==> config.mk <==
export PLATFORM = sky130hd
export DESIGN_NAME = hltmc_mode_ctrl
export DESIGN_NICKNAME = d
export VERILOG_FILES = /design/src/design/hltmc_pkg.sv /design/src/design/hltmc_mode_ctrl.sv
export VERILOG_INCLUDE_DIRS = /design/src /design/src/design
export SDC_FILE = /design/constraint.sdc
export NUM_CORES = 1
export LEC_CHECK = 0
export ABC_CLOCK_PERIOD_IN_PS = 3700
export BUFFER_PORTS_ARGS = -buffer_cell sky130_fd_sc_hd__buf_2
export CELL_PAD_IN_SITES_DETAIL_PLACEMENT = 0
export CELL_PAD_IN_SITES_GLOBAL_PLACEMENT = 1
export CORE_ASPECT_RATIO = 1.75
export CORE_UTILIZATION = 46
export DETAILED_ROUTE_END_ITERATION = 10
export PLACE_DENSITY_LB_ADDON = 0.1
export RECOVER_POWER = 25
export SYNTH_ARGS = -nofsm -noshare
export SYNTH_HDL_FRONTEND = slang
export SYNTH_SLANG_ARGS = --single-unit
export TNS_END_PERCENT = 5
==> constraint.sdc <==
create_clock -name sys_clk_i -period 3.7 [get_ports sys_clk_i]
set_input_delay 0.185 -clock sys_clk_i [delete_from_list [all_inputs] [get_ports sys_clk_i]]
set_output_delay 0.185 -clock sys_clk_i [all_outputs]
set_load 0.02 [all_outputs]
==> src/design/hltmc_params.svh <==
`ifndef HLTMC_PARAMS_SVH
`define HLTMC_PARAMS_SVH
// register offsets
`define HLTMC_OFS_COUNT 3'h0
`define HLTMC_OFS_PERIOD 3'h1
`define HLTMC_OFS_CTRL 3'h2
`define HLTMC_OFS_HLT 3'h3
`define HLTMC_OFS_SRC 3'h4
`define HLTMC_OFS_IRQEN 3'h5
`define HLTMC_OFS_STAT 3'h6
// control register fields
`define HLTMC_CTRL_ON 7
`define HLTMC_CTRL_PRE_HI 6
`define HLTMC_CTRL_PRE_LO 4
`define HLTMC_CTRL_POST_HI 3
`define HLTMC_CTRL_POST_LO 0
// reset values
`define HLTMC_RST_COUNT 8'h00
`define HLTMC_RST_PERIOD 8'hff
`define HLTMC_RST_CTRL 8'h00
`define HLTMC_RST_MODE 5'h00
// synchroniser depth in timer clocks
`define HLTMC_SYNC_STAGES 2
`endif

==> src/design/hltmc_pkg.sv <==
package hltmc_pkg;
  // mode field upper bits
  typedef enum logic [1:0] {
    HLTMC_GRP_FREE = 2'b00,
    HLTMC_GRP_ONESHOT = 2'b01,
    HLTMC_GRP_MONO = 2'b10,
    HLTMC_GRP_RSVD = 2'b11
  } hltmc_grp_e;
  // register bus request
  typedef struct packed {
    logic [2:0] addr;
    logic [7:0] wdata;
    logic wr;
    logic rd;
  } hltmc_bus_s;
endpackage

==> src/design/hltmc_mode_ctrl.sv <==
// Local design decisions: the plain strobed port and the placing of the registers.
`timescale 1ns/1ps
`include "hltmc_params.svh"
// Behaviour
// - external reset input picked by source-select register; starts, stops, clears count
// - 5-bit mode; upper 00 free, 01 one-shot, 10 mono/level, 11 reserved
// - external trigger activity ignored during debug freeze
// - software gate counts while run bit set, holds otherwise
// - free modes: count equal period returns to zero next clock
// - active-high gate counts while run and input high
// - active-low gate counts while run and input low
// - edge-reset modes clear count on any, rising or falling edge
// - level-reset modes hold count clear on low or high level
// - software one-shot starts when run bit set
// - one-shot match clears run bit, stops counter at zero
// - edge-start modes need run bit plus selected edge
// - after run bit drops, fresh edge needed to resume
// - edge-start edge-reset one-shot: first edge starts, later edges clear
// - one-shot 110/111 edge start with opposite level holding clear
// - monostable match stops at zero, run bit stays set
// - level-start one-shot starts on level, clears on opposite level
// - period flag when postscaler count hits 4-bit ratio
// - period interrupt forwarded only while enable bit set
// - run bit and input synchronised over two timer clocks
// - postscaler match gives one-clock pulse and clears postscaler
// - postscaler cleared on count write, control write, reset, ext clear
// - reset clears count and sets period to all ones
module hltmc_mode_ctrl #(
  parameter int SRC_N = 8,
  parameter int SRC_W = 3
) (
  // clock and reset
  input wire logic sys_clk_i,
  input wire logic srst_i,
  // register port
  input hltmc_pkg::hltmc_bus_s bus_i,
  output logic [7:0] rdata_o,
  // external reset candidates and debug
  input wire logic [SRC_N-1:0] ext_reset_input_i,
  input wire logic debug_freeze_i,
  // timer outputs
  output logic [7:0] count_value_o,
  output logic postscaled_pulse_out_o,
  output logic period_irq_o
);
  import hltmc_pkg::*;

  // ---------------------------------------------------------------
  // registers
  // ---------------------------------------------------------------
  logic [7:0] count_ff, period_ff, nxt_count;
  logic on_ff;
  logic [2:0] pre_sel_ff;
  logic [3:0] post_sel_ff, post_cnt_ff;
  logic [4:0] mode_ff;
  logic [SRC_W-1:0] src_sel_ff;
  logic irq_en_ff, irq_flag_ff;
  logic armed_ff, done_ff;
  logic run_s1_ff, run_s2_ff;
  logic ers_s1_ff, ers_s2_ff, ers_hold_ff, ers_prev_ff;

  logic wr_count, wr_ctrl, match, go, clr, clr_evt, hw_stop;
  logic os_clr_on, arm_set, start_edge, rst_edge;
  logic ers_lvl, ers_rise, ers_fall, post_hit;
  logic [2:0] sub;
  hltmc_grp_e grp;

  assign grp = hltmc_grp_e'(mode_ff[4:3]);
  assign sub = mode_ff[2:0];
  assign wr_count = bus_i.wr && bus_i.addr == `HLTMC_OFS_COUNT;
  assign wr_ctrl = bus_i.wr && bus_i.addr == `HLTMC_OFS_CTRL;
  assign match = count_ff == period_ff;

  // ---------------------------------------------------------------
  // external input selection and synchronisation
  // ---------------------------------------------------------------
  // source select
  always_ff @(posedge sys_clk_i) begin
    if (srst_i) begin
      ers_s1_ff <= 1'b0;
      ers_s2_ff <= 1'b0;
      run_s1_ff <= 1'b0;
      run_s2_ff <= 1'b0;
    end else begin
      ers_s1_ff <= ext_reset_input_i[src_sel_ff];
      ers_s2_ff <= ers_s1_ff;
      run_s1_ff <= on_ff;
      run_s2_ff <= run_s1_ff;
    end
  end

  always_ff @(posedge sys_clk_i) begin
    if (srst_i) begin
      ers_hold_ff <= 1'b0;
      ers_prev_ff <= 1'b0;
    end else begin
      if (!debug_freeze_i)
        ers_hold_ff <= ers_s2_ff;
      ers_prev_ff <= ers_hold_ff;
    end
  end

  assign ers_lvl = ers_hold_ff;
  assign ers_rise = !debug_freeze_i && ers_hold_ff && !ers_prev_ff;
  assign ers_fall = !debug_freeze_i && !ers_hold_ff && ers_prev_ff;

  // ---------------------------------------------------------------
  // mode decode
  // ---------------------------------------------------------------
  // mode groups
  always_comb begin
    go = 1'b0;
    clr = 1'b0;
    start_edge = 1'b0;
    rst_edge = 1'b0;
    case (grp)
      HLTMC_GRP_FREE: begin
        case (sub)
          3'b000: go = run_s2_ff;
          3'b001: go = run_s2_ff && ers_lvl;
          3'b010: go = run_s2_ff && !ers_lvl;
          3'b011: begin
            go = run_s2_ff;
            clr = run_s2_ff && (ers_rise || ers_fall);
          end
          3'b100: begin
            go = run_s2_ff;
            clr = run_s2_ff && ers_rise;
          end
          3'b101: begin
            go = run_s2_ff;
            clr = run_s2_ff && ers_fall;
          end
          3'b110: begin
            clr = !ers_lvl;
            go = run_s2_ff && ers_lvl;
          end
          default: begin
            clr = ers_lvl;
            go = run_s2_ff && !ers_lvl;
          end
        endcase
      end
      HLTMC_GRP_ONESHOT: begin
        case (sub)
          3'b000: go = run_s2_ff && !done_ff;
          3'b001: start_edge = ers_rise;
          3'b010: start_edge = ers_fall;
          3'b011: start_edge = ers_rise || ers_fall;
          3'b100: begin
            start_edge = ers_rise;
            rst_edge = ers_rise;
          end
          3'b101: begin
            start_edge = ers_fall;
            rst_edge = ers_fall;
          end
          3'b110: begin
            start_edge = ers_rise;
            clr = !ers_lvl;
          end
          default: begin
            start_edge = ers_fall;
            clr = ers_lvl;
          end
        endcase
        if (sub != 3'b000)
          go = run_s2_ff && armed_ff && !clr;
        if (armed_ff && rst_edge && run_s2_ff)
          clr = 1'b1;
      end
      HLTMC_GRP_MONO: begin
        case (sub)
          3'b001: start_edge = ers_rise;
          3'b010: start_edge = ers_fall;
          3'b011: start_edge = ers_rise || ers_fall;
          3'b110: begin
            go = run_s2_ff && ers_lvl && !done_ff;
            clr = !ers_lvl;
          end
          3'b111: begin
            go = run_s2_ff && !ers_lvl && !done_ff;
            clr = ers_lvl;
          end
          default: go = 1'b0;
        endcase
        if (sub == 3'b001 || sub == 3'b010 || sub == 3'b011)
          go = run_s2_ff && armed_ff;
      end
      default: go = 1'b0;
    endcase
  end

  assign os_clr_on = go && match && (grp == HLTMC_GRP_ONESHOT ||
    (grp == HLTMC_GRP_MONO && sub[2:1] == 2'b11));
  assign hw_stop = go && match && grp != HLTMC_GRP_FREE;
  assign arm_set = run_s2_ff && start_edge && !done_ff;
  assign clr_evt = clr && count_ff != 8'h00;

  // ---------------------------------------------------------------
  // counter
  // ---------------------------------------------------------------
  // wrap at period
  // count write wins so the output copy tracks the register
  always_comb begin
    nxt_count = count_ff;
    if (wr_count)
      nxt_count = bus_i.wdata;
    else if (clr)
      nxt_count = 8'h00;
    else if (go)
      nxt_count = match ? 8'h00 : 8'(count_ff + 8'h01);
  end

  always_ff @(posedge sys_clk_i) begin
    if (srst_i)
      count_ff <= `HLTMC_RST_COUNT;
    else
      count_ff <= nxt_count;
  end

  always_ff @(posedge sys_clk_i) begin
    if (srst_i) begin
      armed_ff <= 1'b0;
      done_ff <= 1'b0;
    end else begin
      if (!run_s2_ff || hw_stop)
        armed_ff <= 1'b0;
      else if (arm_set)
        armed_ff <= 1'b1;
      if (!run_s2_ff)
        done_ff <= 1'b0;
      else if (os_clr_on)
        done_ff <= 1'b1;
    end
  end

  // ---------------------------------------------------------------
  // postscaler and interrupt
  // ---------------------------------------------------------------
  assign post_hit = go && match && post_cnt_ff == post_sel_ff;

  always_ff @(posedge sys_clk_i) begin
    if (srst_i) begin
      post_cnt_ff <= 4'h0;
      postscaled_pulse_out_o <= 1'b0;
    end else begin
      postscaled_pulse_out_o <= post_hit;
      if (wr_count || wr_ctrl || clr_evt || post_hit)
        post_cnt_ff <= 4'h0;
      else if (go && match)
        post_cnt_ff <= 4'(post_cnt_ff + 4'h1);
    end
  end

  always_ff @(posedge sys_clk_i) begin
    if (srst_i) begin
      irq_flag_ff <= 1'b0;
      period_irq_o <= 1'b0;
    end else begin
      if (post_hit)
        irq_flag_ff <= 1'b1;
      else if (bus_i.wr && bus_i.addr == `HLTMC_OFS_STAT &&
               bus_i.wdata[0])
        irq_flag_ff <= 1'b0;
      period_irq_o <= irq_flag_ff && irq_en_ff;
    end
  end

  // ---------------------------------------------------------------
  // register writes and reads
  // ---------------------------------------------------------------
  // hardware clears run bit
  always_ff @(posedge sys_clk_i) begin
    if (srst_i) begin
      period_ff <= `HLTMC_RST_PERIOD;
      on_ff <= 1'b0;
      pre_sel_ff <= 3'h0;
      post_sel_ff <= 4'h0;
      mode_ff <= `HLTMC_RST_MODE;
      src_sel_ff <= '0;
      irq_en_ff <= 1'b0;
    end else begin
      if (bus_i.wr && bus_i.addr == `HLTMC_OFS_PERIOD)
        period_ff <= bus_i.wdata;
      if (wr_ctrl) begin
        on_ff <= bus_i.wdata[`HLTMC_CTRL_ON];
        pre_sel_ff <=
          bus_i.wdata[`HLTMC_CTRL_PRE_HI:`HLTMC_CTRL_PRE_LO];
        post_sel_ff <=
          bus_i.wdata[`HLTMC_CTRL_POST_HI:`HLTMC_CTRL_POST_LO];
      end else if (os_clr_on) begin
        on_ff <= 1'b0;
      end
      if (bus_i.wr && bus_i.addr == `HLTMC_OFS_HLT)
        mode_ff <= bus_i.wdata[4:0];
      if (bus_i.wr && bus_i.addr == `HLTMC_OFS_SRC)
        src_sel_ff <= bus_i.wdata[SRC_W-1:0];
      if (bus_i.wr && bus_i.addr == `HLTMC_OFS_IRQEN)
        irq_en_ff <= bus_i.wdata[0];
    end
  end

  // read data one cycle after strobe
  always_ff @(posedge sys_clk_i) begin
    if (srst_i) begin
      rdata_o <= 8'h00;
      count_value_o <= 8'h00;
    end else begin
      count_value_o <= nxt_count;
      rdata_o <= 8'h00;
      if (bus_i.rd) begin
        case (bus_i.addr)
          `HLTMC_OFS_COUNT: rdata_o <= count_ff;
          `HLTMC_OFS_PERIOD: rdata_o <= period_ff;
          `HLTMC_OFS_CTRL: rdata_o <= {on_ff, pre_sel_ff, post_sel_ff};
          `HLTMC_OFS_HLT: rdata_o <= {3'h0, mode_ff};
          `HLTMC_OFS_SRC: rdata_o <= 8'(src_sel_ff);
          `HLTMC_OFS_IRQEN: rdata_o <= {7'h00, irq_en_ff};
          `HLTMC_OFS_STAT:
            rdata_o <= {4'h0, ers_lvl, done_ff, armed_ff, irq_flag_ff};
          default: rdata_o <= 8'h00;
        endcase
      end
    end
  end

  // ---------------------------------------------------------------
  // checks
  // ---------------------------------------------------------------
  // software gate advances by one
  property p_sw_gate;
    @(posedge sys_clk_i) disable iff (srst_i)
    (mode_ff == 5'h00 && run_s2_ff && !match && !wr_count)
      |=> count_ff == 8'($past(count_ff) + 8'h01);
  endproperty
  a_sw_gate: assert property (p_sw_gate)
    else $error("software gate did not advance");

  // free mode wraps to zero
  property p_wrap;
    @(posedge sys_clk_i) disable iff (srst_i)
    (grp == HLTMC_GRP_FREE && go && match && !wr_count)
      |=> count_ff == 8'h00;
  endproperty
  a_wrap: assert property (p_wrap)
    else $error("free mode did not wrap");

  // one-shot match drops run bit
  property p_os_stop;
    @(posedge sys_clk_i) disable iff (srst_i)
    (grp == HLTMC_GRP_ONESHOT && go && match && !wr_ctrl && !wr_count)
      |=> !on_ff && count_ff == 8'h00 ##1 !go [*2];
  endproperty
  a_os_stop: assert property (p_os_stop)
    else $error("one-shot did not stop");

  // monostable keeps run bit
  property p_mono_stop;
    @(posedge sys_clk_i) disable iff (srst_i)
    (mode_ff[4:2] == 3'b100 && go && match && !wr_ctrl && !wr_count)
      |=> on_ff && count_ff == 8'h00 && !armed_ff;
  endproperty
  a_mono_stop: assert property (p_mono_stop)
    else $error("monostable stop wrong");

  // level reset holds zero
  property p_lvl_rst;
    @(posedge sys_clk_i) disable iff (srst_i)
    (mode_ff == 5'h06 && !ers_lvl && !wr_count) |=> count_ff == 8'h00;
  endproperty
  a_lvl_rst: assert property (p_lvl_rst)
    else $error("level reset did not clear");

  // no edges while frozen
  property p_freeze;
    @(posedge sys_clk_i) disable iff (srst_i)
    debug_freeze_i |-> !ers_rise && !ers_fall && !arm_set
      ##1 $stable(ers_lvl);
  endproperty
  a_freeze: assert property (p_freeze)
    else $error("edge seen during freeze");

  // run bit seen two clocks later
  property p_sync;
    @(posedge sys_clk_i) disable iff (srst_i)
    !$past(srst_i, 2) |-> run_s2_ff == $past(on_ff, 2);
  endproperty
  a_sync: assert property (p_sync)
    else $error("run sync delay wrong");

  // pulse and postscaler clear together
  property p_post;
    @(posedge sys_clk_i) disable iff (srst_i)
    post_hit |=> postscaled_pulse_out_o && post_cnt_ff == 4'h0
      && irq_flag_ff;
  endproperty
  a_post: assert property (p_post)
    else $error("postscaler pulse wrong");

  // interrupt stays low while enable is clear
  property p_irq;
    @(posedge sys_clk_i) disable iff (srst_i)
    !irq_en_ff |=> !period_irq_o;
  endproperty
  a_irq: assert property (p_irq)
    else $error("interrupt forwarded while disabled");

  // reset values after release
  property p_rst;
    @(posedge sys_clk_i) disable iff (srst_i)
    $fell(srst_i) |-> count_ff == 8'h00 && period_ff == 8'hff;
  endproperty
  a_rst: assert property (p_rst)
    else $error("reset values wrong");

  // reserved modes hold the count
  property p_rsvd;
    @(posedge sys_clk_i) disable iff (srst_i)
    (mode_ff[4:3] == 2'b11 && !wr_count) |=> $stable(count_ff);
  endproperty
  a_rsvd: assert property (p_rsvd)
    else $error("reserved mode moved count");

endmodule

==> qor.txt, run 1 <==
Kind of end point of the critical path - flop
All-Layer GR Usage - 0.257
Skew final - 0.00715 ns
Yosys warning count - 0
Longest Clk Path Bufs - 2
Worst Path Max Fanout - 8
Avg WL per Cell - 17.9 µm
Die Footprint - 7250 µm²
Status - finished with violations
Vias per std cell - 5.62
Setup TNS - 0 ns
Max-Slew Margin vs Limit - 0.00470
Final nets - 434
Synth Area per Inst - 8.33 µm²
TritonRoute pass-1 iters - 4
Period utilization - 0.710
Slew @ Worst Pin - 1.49 ns
Slew Limit Fails - 0
DR iter-0 viols - 150
Initial Util - 0.482
Min-delay worst type - in -> reg
Failing checks - max-capacitance violations
Highest clock rate - 380 MHz
Maximum VDD drop - 0.000251 V
Maxcap violations - 1
Layout cells sized above 1 - 0.121
Worst Path Required - 3.92 ns
Row cnt - 39
Pleak - 1.41 nW
Final Non-Filler Cells - 486
CTS Root Cell - clkbuf_16
Final setup fails - 0
Port buffer count - 41
Number of diodes - 0
Synth Instances - 381
Vias in the first global route - 2,708
Largest net degree at the start of global routing - 34
Via total after detailed routing - 2,733
Worst endpoint data arrival time - 2.85 ns
GP Congestion - 0.903
FF+latch count, synth - 56
FFs w/ async S/R, synth - 0
Placed cells - 478
Initial antenna violation count - 0
Setup Crit Path Kind - reg -> reg
TritonCTS sink count - 56
Netlist cell types - 57
Number of buffers created by CTS - 5
Final hold slack - 0.156 ns
Mapped Area - 3180 µm²
TritonCTS clock tree - done
Routed WL - 8.68 mm
Post-synth top flop - dfxtp_1
Hpwl dp - 6.55 mm
Die span in y - 112 µm
GR Overflow Total - 0
Clock Latency Late Sink - 0.30 ns
Hold buffer count at cts - 0
Min Clock Period, post-route - 2.63 ns
Unrepaired setup endpoints after global routing - false
First-pass GRT wire length - 14.0 mm
Core area - 6590 µm²
Post-synth EDFFs - 0
Die width - 64.8 µm
Mapped Nets - 412
Post-CTS sizing - 0
Pwr Density - 383 nW/µm²
Postcts setup bufs - 0
H-Tree Depth - 2
Register area share after synthesis - 0.353
CTS clk-pin slew, worst paths - 0.07 ns
Ports - 42
Startpoint types - flop
Fin. Hold Viols - 0
Area growth from synthesis to final layout - 10.7%
Detail Route Antenna Nets - 0
Residual DRC count - 0
[per-stage QoR]
| step | instance area (µm²) | total power [W] | util | worst slack, ns |
|---|---|---|---|---|
| after floorplan | 3180 | 0.000763 | - | 1.39 |
| after global placement | 3370 | 0.000815 | 0.511 | 1.18 |
| after detailed placement | 3370 | 0.000817 | 0.511 | 1.12 |
| after CTS | 3530 | 0.00136 | 0.536 | 1.08 |
| after global routing | 3510 | 0.00141 | 0.534 | 0.909 |
| final | 3510 | 0.00135 | 0.534 | 1.07 |
[cell type report]
cell class | count | area [µm²]
Multi-Input combinational cell | 292 | 1910
Sequential cell | 56 | 1120
Clock inverter | 2 | 38.8
Timing Repair Buffer | 42 | 194
Clock buffer | 6 | 129
Fill cell | 688 | 3070
Inverter | 6 | 22.5
Tap cell | 82 | 103
[worst paths after layout]
check | cells after the start | slack (ns) | to | startpoint
hold / removal | 3 | 0.16 | pre_sel_ff[1] | bus_i[7]
setup / recovery | 8 | 1.07 | count_value_o[3] | mode_ff[4]
setup reg to reg | 8 | 1.07 | count_value_o[3] | mode_ff[4]
hold reg to reg | 1 | 0.45 | ers_s2_ff | ers_s1_ff
[state kept, by name (all words and copies together) (netlist names)]
register and cells:
armed_ff 1, period_irq_o 1, count_value_o 8, ers_s2_ff 1, period_ff 8, ers_s1_ff 1, run_s1_ff 1, run_s2_ff 1
on_ff 1, src_sel_ff 3, done_ff 1, ers_prev_ff 1, pre_sel_ff 3, postscaled_pulse_out_o 1, irq_flag_ff 1, mode_ff 5
rdata_o 8, post_sel_ff 4, irq_en_ff 1, post_cnt_ff 4, ers_hold_ff 1
[per-layer routing]
layer,GRT usage,up-vias,part of all wire
met5,0,-,0
met1,0.288,1284,0.40
met3,0.0338,15,0.018
met4,0.0948,0,0.021
li1,-,1392,-
met2,0.474,42,0.56
[synthesized netlist by cell type, drive strengths merged (3+ instances only)]
master  instances  area [µm²]
mux4            5         113
a22oi           5        37.5
and3            7        43.8
mux2i          17         170
mux2            3        33.8
nor3            4        20.0
buf            11        65.1
a211o           3        26.3
and2            5        31.3
nor4            4        25.0
nor2b          13        81.3
o21ai           6        33.8
inv             6        22.5
dfxtp          56        1120
nand4           3        18.8
a21o            3        22.5
nor3b           3        22.5
clkbuf         16        60.1
nand2b          8        50.1
o211ai          3        22.5
nand2          53         199
nand3b         11        82.6
nand3           9        45.0
a21oi          25         125
nor2           42         158
xor2           13         114
ha              7        87.6
a31oi           5        31.3
[cells in the final DEF, fill, tap and decap left out, types with 4 or more instances in the layout]
cell type,Yosys,layout
a31oi_1,5,5
a22oi_1,5,5
ha_1,7,7
clkbuf_16,0,5
dfxtp_1,56,56
nor4_1,4,4
nand3b_1,11,11
clkbuf_1,16,14
o21ai_0,5,5
mux2i_1,17,17
inv_1,6,6
a21oi_1,25,25
and3_1,7,7
nor2b_1,13,13
xor2_1,13,13
mux4_2,5,5
nand2_1,53,53
and2_1,5,5
nand3_1,9,9
nand2b_1,8,8
nor2_1,42,42
nor3_1,4,4
buf_2,7,29
[worst max-delay path, cell delays in order, from the launching register on]
cell      delay [ns]
dfxtp_1         0.41
inv_1           0.09
ha_1            0.24
o311ai_0        0.42
o31a_1          0.19
o311a_1         0.32
and2_1          0.25
or4b_1          0.46
a31oi_1         0.17
[kinds of logic after synthesis]
family                   after synthesis  share of synthesized area
AO/OA/AOI/OAI                         72                      0.156
flip-flops                            56                      0.353
AND/OR/NAND/NOR                      174                      0.279
XOR/XNOR                              14                     0.0386
adder cells (fa/ha/maj)                7                     0.0276
buffers and inverters                 33                     0.0465
multiplexers                          25                     0.0997
[power breakdown]
group / total, W / internal, W / leakage, nW / switching (W)
logic: 0.000153 / 0.0000630 / 0.873 / 0.0000900
registers: 0.000649 / 0.000620 / 0.454 / 0.0000286
clock network: 0.000544 / 0.000323 / 0.0815 / 0.000222
(Power assumes the default switching activity.)
==> inputs of run 2 (changes only) <==
--- a/config.mk
+++ b/config.mk
@@ -6,12 +6,12 @@
 export SDC_FILE = /design/constraint.sdc
 export NUM_CORES = 1
 export LEC_CHECK = 0
-export ABC_CLOCK_PERIOD_IN_PS = 3700
+export ABC_CLOCK_PERIOD_IN_PS = 2150
 export BUFFER_PORTS_ARGS = -buffer_cell sky130_fd_sc_hd__buf_2
 export CELL_PAD_IN_SITES_DETAIL_PLACEMENT = 0
 export CELL_PAD_IN_SITES_GLOBAL_PLACEMENT = 1
 export CORE_ASPECT_RATIO = 1.75
-export CORE_UTILIZATION = 46
+export CORE_UTILIZATION = 39
 export DETAILED_ROUTE_END_ITERATION = 10
 export PLACE_DENSITY_LB_ADDON = 0.1
 export RECOVER_POWER = 25
==> constraint.sdc (replaced) <==
create_clock -name sys_clk_i -period 2.15 [get_ports sys_clk_i]
set_input_delay 0.1075 -clock sys_clk_i [delete_from_list [all_inputs] [get_ports sys_clk_i]]
set_output_delay 0.1075 -clock sys_clk_i [all_outputs]
set_load 0.02 [all_outputs]
==> qor.txt, run 2 (synthesis results as in run 1) <==
Pwr Density - 575 nW/µm² (was 383 nW/µm²)
Worst Path Max Fanout - 3 (was 8)
Unrepaired setup endpoints after global routing - true (was false)
DR iter-0 viols - 127 (was 150)
R2R Path Start - mode_ff[4] (unchanged)
TritonRoute pass-1 iters - 4 (unchanged)
Period utilization - 0.978 (was 0.710)
Sw Pwr - 0.000629 W (was 0.000340 W)
Worst endpoint data arrival time - 2.33 ns (was 2.85 ns)
Worst r2r path cells - 8 (unchanged)
Slew @ Worst Pin - 0.637 ns (was 1.49 ns)
Via total after detailed routing - 3,071 (was 2,733)
Die Footprint - 8520 µm² (was 7250 µm²)
Detail Route Antenna Nets - 0 (unchanged)
Min-delay src - bus_i[8] (was bus_i[7])
Min Clock Period, post-route - 2.10 ns (was 2.63 ns)
Placed cells - 522 (was 478)
Die width - 70.2 µm (was 64.8 µm)
Max incr delay on CP - 0.50 ns (was 0.46 ns)
Setup Crit Path Kind - reg -> reg (unchanged)
Final hold slack - 0.0591 ns (was 0.156 ns)
Commonest cells after routing, fill and taps aside - 52 x nand2_1, 49 x dfxtp_1, 41 x nor2_1 (was 56 x dfxtp_1, 53 x nand2_1, 42 x nor2_1)
Hpwl dp - 7.68 mm (was 6.55 mm)
Initial Util - 0.402 (was 0.482)
Skew final - 0.0108 ns (was 0.00715 ns)
Slowest-stage cell, CP - or4b_1 (unchanged)
Number of buffers created by CTS - 5 (unchanged)
Min-delay worst type - in -> reg (unchanged)
Net Sw Frac - 0.277 (was 0.253)
Worst path bufs/invs - 1 (unchanged)
Final nets - 476 (was 434)
Fillers - 825 (was 688)
Core area - 7910 µm² (was 6590 µm²)
CTS Root Cell - clkbuf_16 (unchanged)
Pleak - 1.63 nW (was 1.41 nW)
Number of diodes - 0 (unchanged)
R2R Path End - count_value_o[3] (unchanged)
TritonCTS sink count - 56 (unchanged)
Final WS setup - 0.0474 ns (was 1.07 ns)
Residual DRC count - 0 (unchanged)
Avg WL per Cell - 18.5 µm (was 17.9 µm)
All-Layer GR Usage - 0.242 (was 0.257)
Fin. Hold Viols - 0 (unchanged)
Worst Path Required - 2.38 ns (was 3.92 ns)
Reg power frac - 0.480 (was 0.482)
TritonCTS clock tree - done (unchanged)
Commonest non-fill, non-tap cell in the layout - nand2_1 (was dfxtp_1)
Kind of end point of the critical path - flop (unchanged)
Highest clock rate - 476 MHz (was 380 MHz)
CP cell instances - inv_4, ha_4, nand2_1, or2_4, o211a_1, a41o_1, or4b_1, a31oi_1 (was inv_1, ha_1, o311ai_0, o31a_1, o311a_1, and2_1, or4b_1, a31oi_1)
GP Congestion - 0.876 (was 0.903)
H-Tree Depth - 2 (unchanged)
Area growth from synthesis to final layout - 24.5% (was 10.7%)
Total power - 0.00227 W (was 0.00135 W)
CTS clk-pin slew, worst paths - 0.08 ns (was 0.07 ns)
Layout cells sized above 1 - 0.260 (was 0.121)
Final Non-Filler Cells - 536 (was 486)
Slew Limit Fails - 0 (unchanged)
Vias per std cell - 5.73 (was 5.62)
Routed WL - 9.90 mm (was 8.68 mm)
Port buffer count - 41 (unchanged)
Vias in the first global route - 2,992 (was 2,708)
Longest Clk Path Bufs - 2 (unchanged)
Die span in y - 121 µm (was 112 µm)
Comb power frac - 0.152 (was 0.114)
Ports - 42 (unchanged)
Largest net degree at the start of global routing - 19 (was 34)
Worst slack, placed - -0.0183 ns (was 1.12 ns)
Row cnt - 43 (was 39)
Largest regs - count_value_o (8), period_ff (8), rdata_o (8) (unchanged)
Status - finished, final reports clean (was finished with violations)
Maximum VDD drop - 0.000304 V (was 0.000251 V)
Hold buffer count at cts - 0 (unchanged)
First-pass GRT wire length - 15.5 mm (was 14.0 mm)
Cell family with most CP delay - simple AND/OR/NAND/NOR gates (was compound AO/OA/AOI/OAI gates)
Reg-to-reg slack, setup - 0.05 ns (was 1.07 ns)
WHS Endpoint - period_ff[6] (was pre_sel_ff[1])
Clock Latency Late Sink - 0.30 ns (about the same)
Clk pwr share - 0.369 (was 0.404)
Hold Path Stages - 3 (unchanged)
Internal - 0.00164 W (was 0.00101 W)
GR Overflow Total - 0 (unchanged)
Startpoint types - flop (unchanged)
Maxcap violations - 0 (was 1)
Final setup fails - 0 (unchanged)
Initial antenna violation count - 0 (unchanged)
Max-Slew Margin vs Limit - 0.575 (was 0.00470)
-- run 2: layout make-up --
type	instances	area (µm²)	share of cell area
Clock buffer	5	125	0.0316
Multi-Input combinational cell	292	2010	0.508
Tap cell	90	113	0.0285
Inverter	6	27.5	0.00696
Timing Repair Buffer	84	520	0.132
Clock inverter	3	21.3	0.00538
Sequential cell	56	1140	0.288
-- run 2: worst max-delay path by stage --
stage	depth (start not counted)	slack (ns)	from	endpoint
global placement	9	0.02	mode_ff[3]	count_value_o[5]
detailed placement	9	-0.02	mode_ff[3]	count_value_o[6]
global route	7	-0.04	mode_ff[2]	count_value_o[3]
CTS	9	-0.02	mode_ff[4]	count_value_o[6]
finish	8	0.05	mode_ff[4]	count_value_o[3]
floorplan	8	0.03	mode_ff[3]	count_value_o[3]
-- run 2: worst min-delay path, delay by kind of cell --
kind / cells / cell delay [ns]
buffers and inverters: 1 / 0.11
and+or+nand+nor: 2 / 0.11
-- run 2: timing repair --
item | CTS | global route
pin swaps | 0 | 8
resized for setup | 2 | 33
setup buffers | 0 | 5
setup endpoints to repair | 4 | 16
gates cloned | 0 | 1
-- run 2: power by group through the flow --
stage	logic, W	registers (W)	clock network [W]
5_1_grt	0.000374	0.00109	0.000900
2_1_floorplan	0.000184	0.00113	0
6_report	0.000344	0.00109	0.000838
3_5_place_dp	0.000337	0.00112	0
3_3_place_gp	0.000336	0.00112	0
4_1_cts	0.000338	0.00109	0.000863
-- run 2: stage by stage --
| step | utilization | setup TNS [ns] | instance area, µm² |
|---|---|---|---|
| after detailed placement | 0.464 | -0.0504 | 3670 |
| after global placement | 0.464 | 0 | 3670 |
| after CTS | 0.483 | -0.0454 | 3820 |
| after global routing | 0.500 | -0.0919 | 3950 |
| after floorplan | - | 0 | 3200 |
| final | 0.500 | 0 | 3950 |
-- run 2: per-layer routing --
metal  part of all wire  vias up  GRT usage
met1               0.38     1482      0.254
met3              0.020       30     0.0274
li1                   -     1491          -
met2               0.55       68      0.451
met4              0.047        0      0.149
met5                  0        -          0
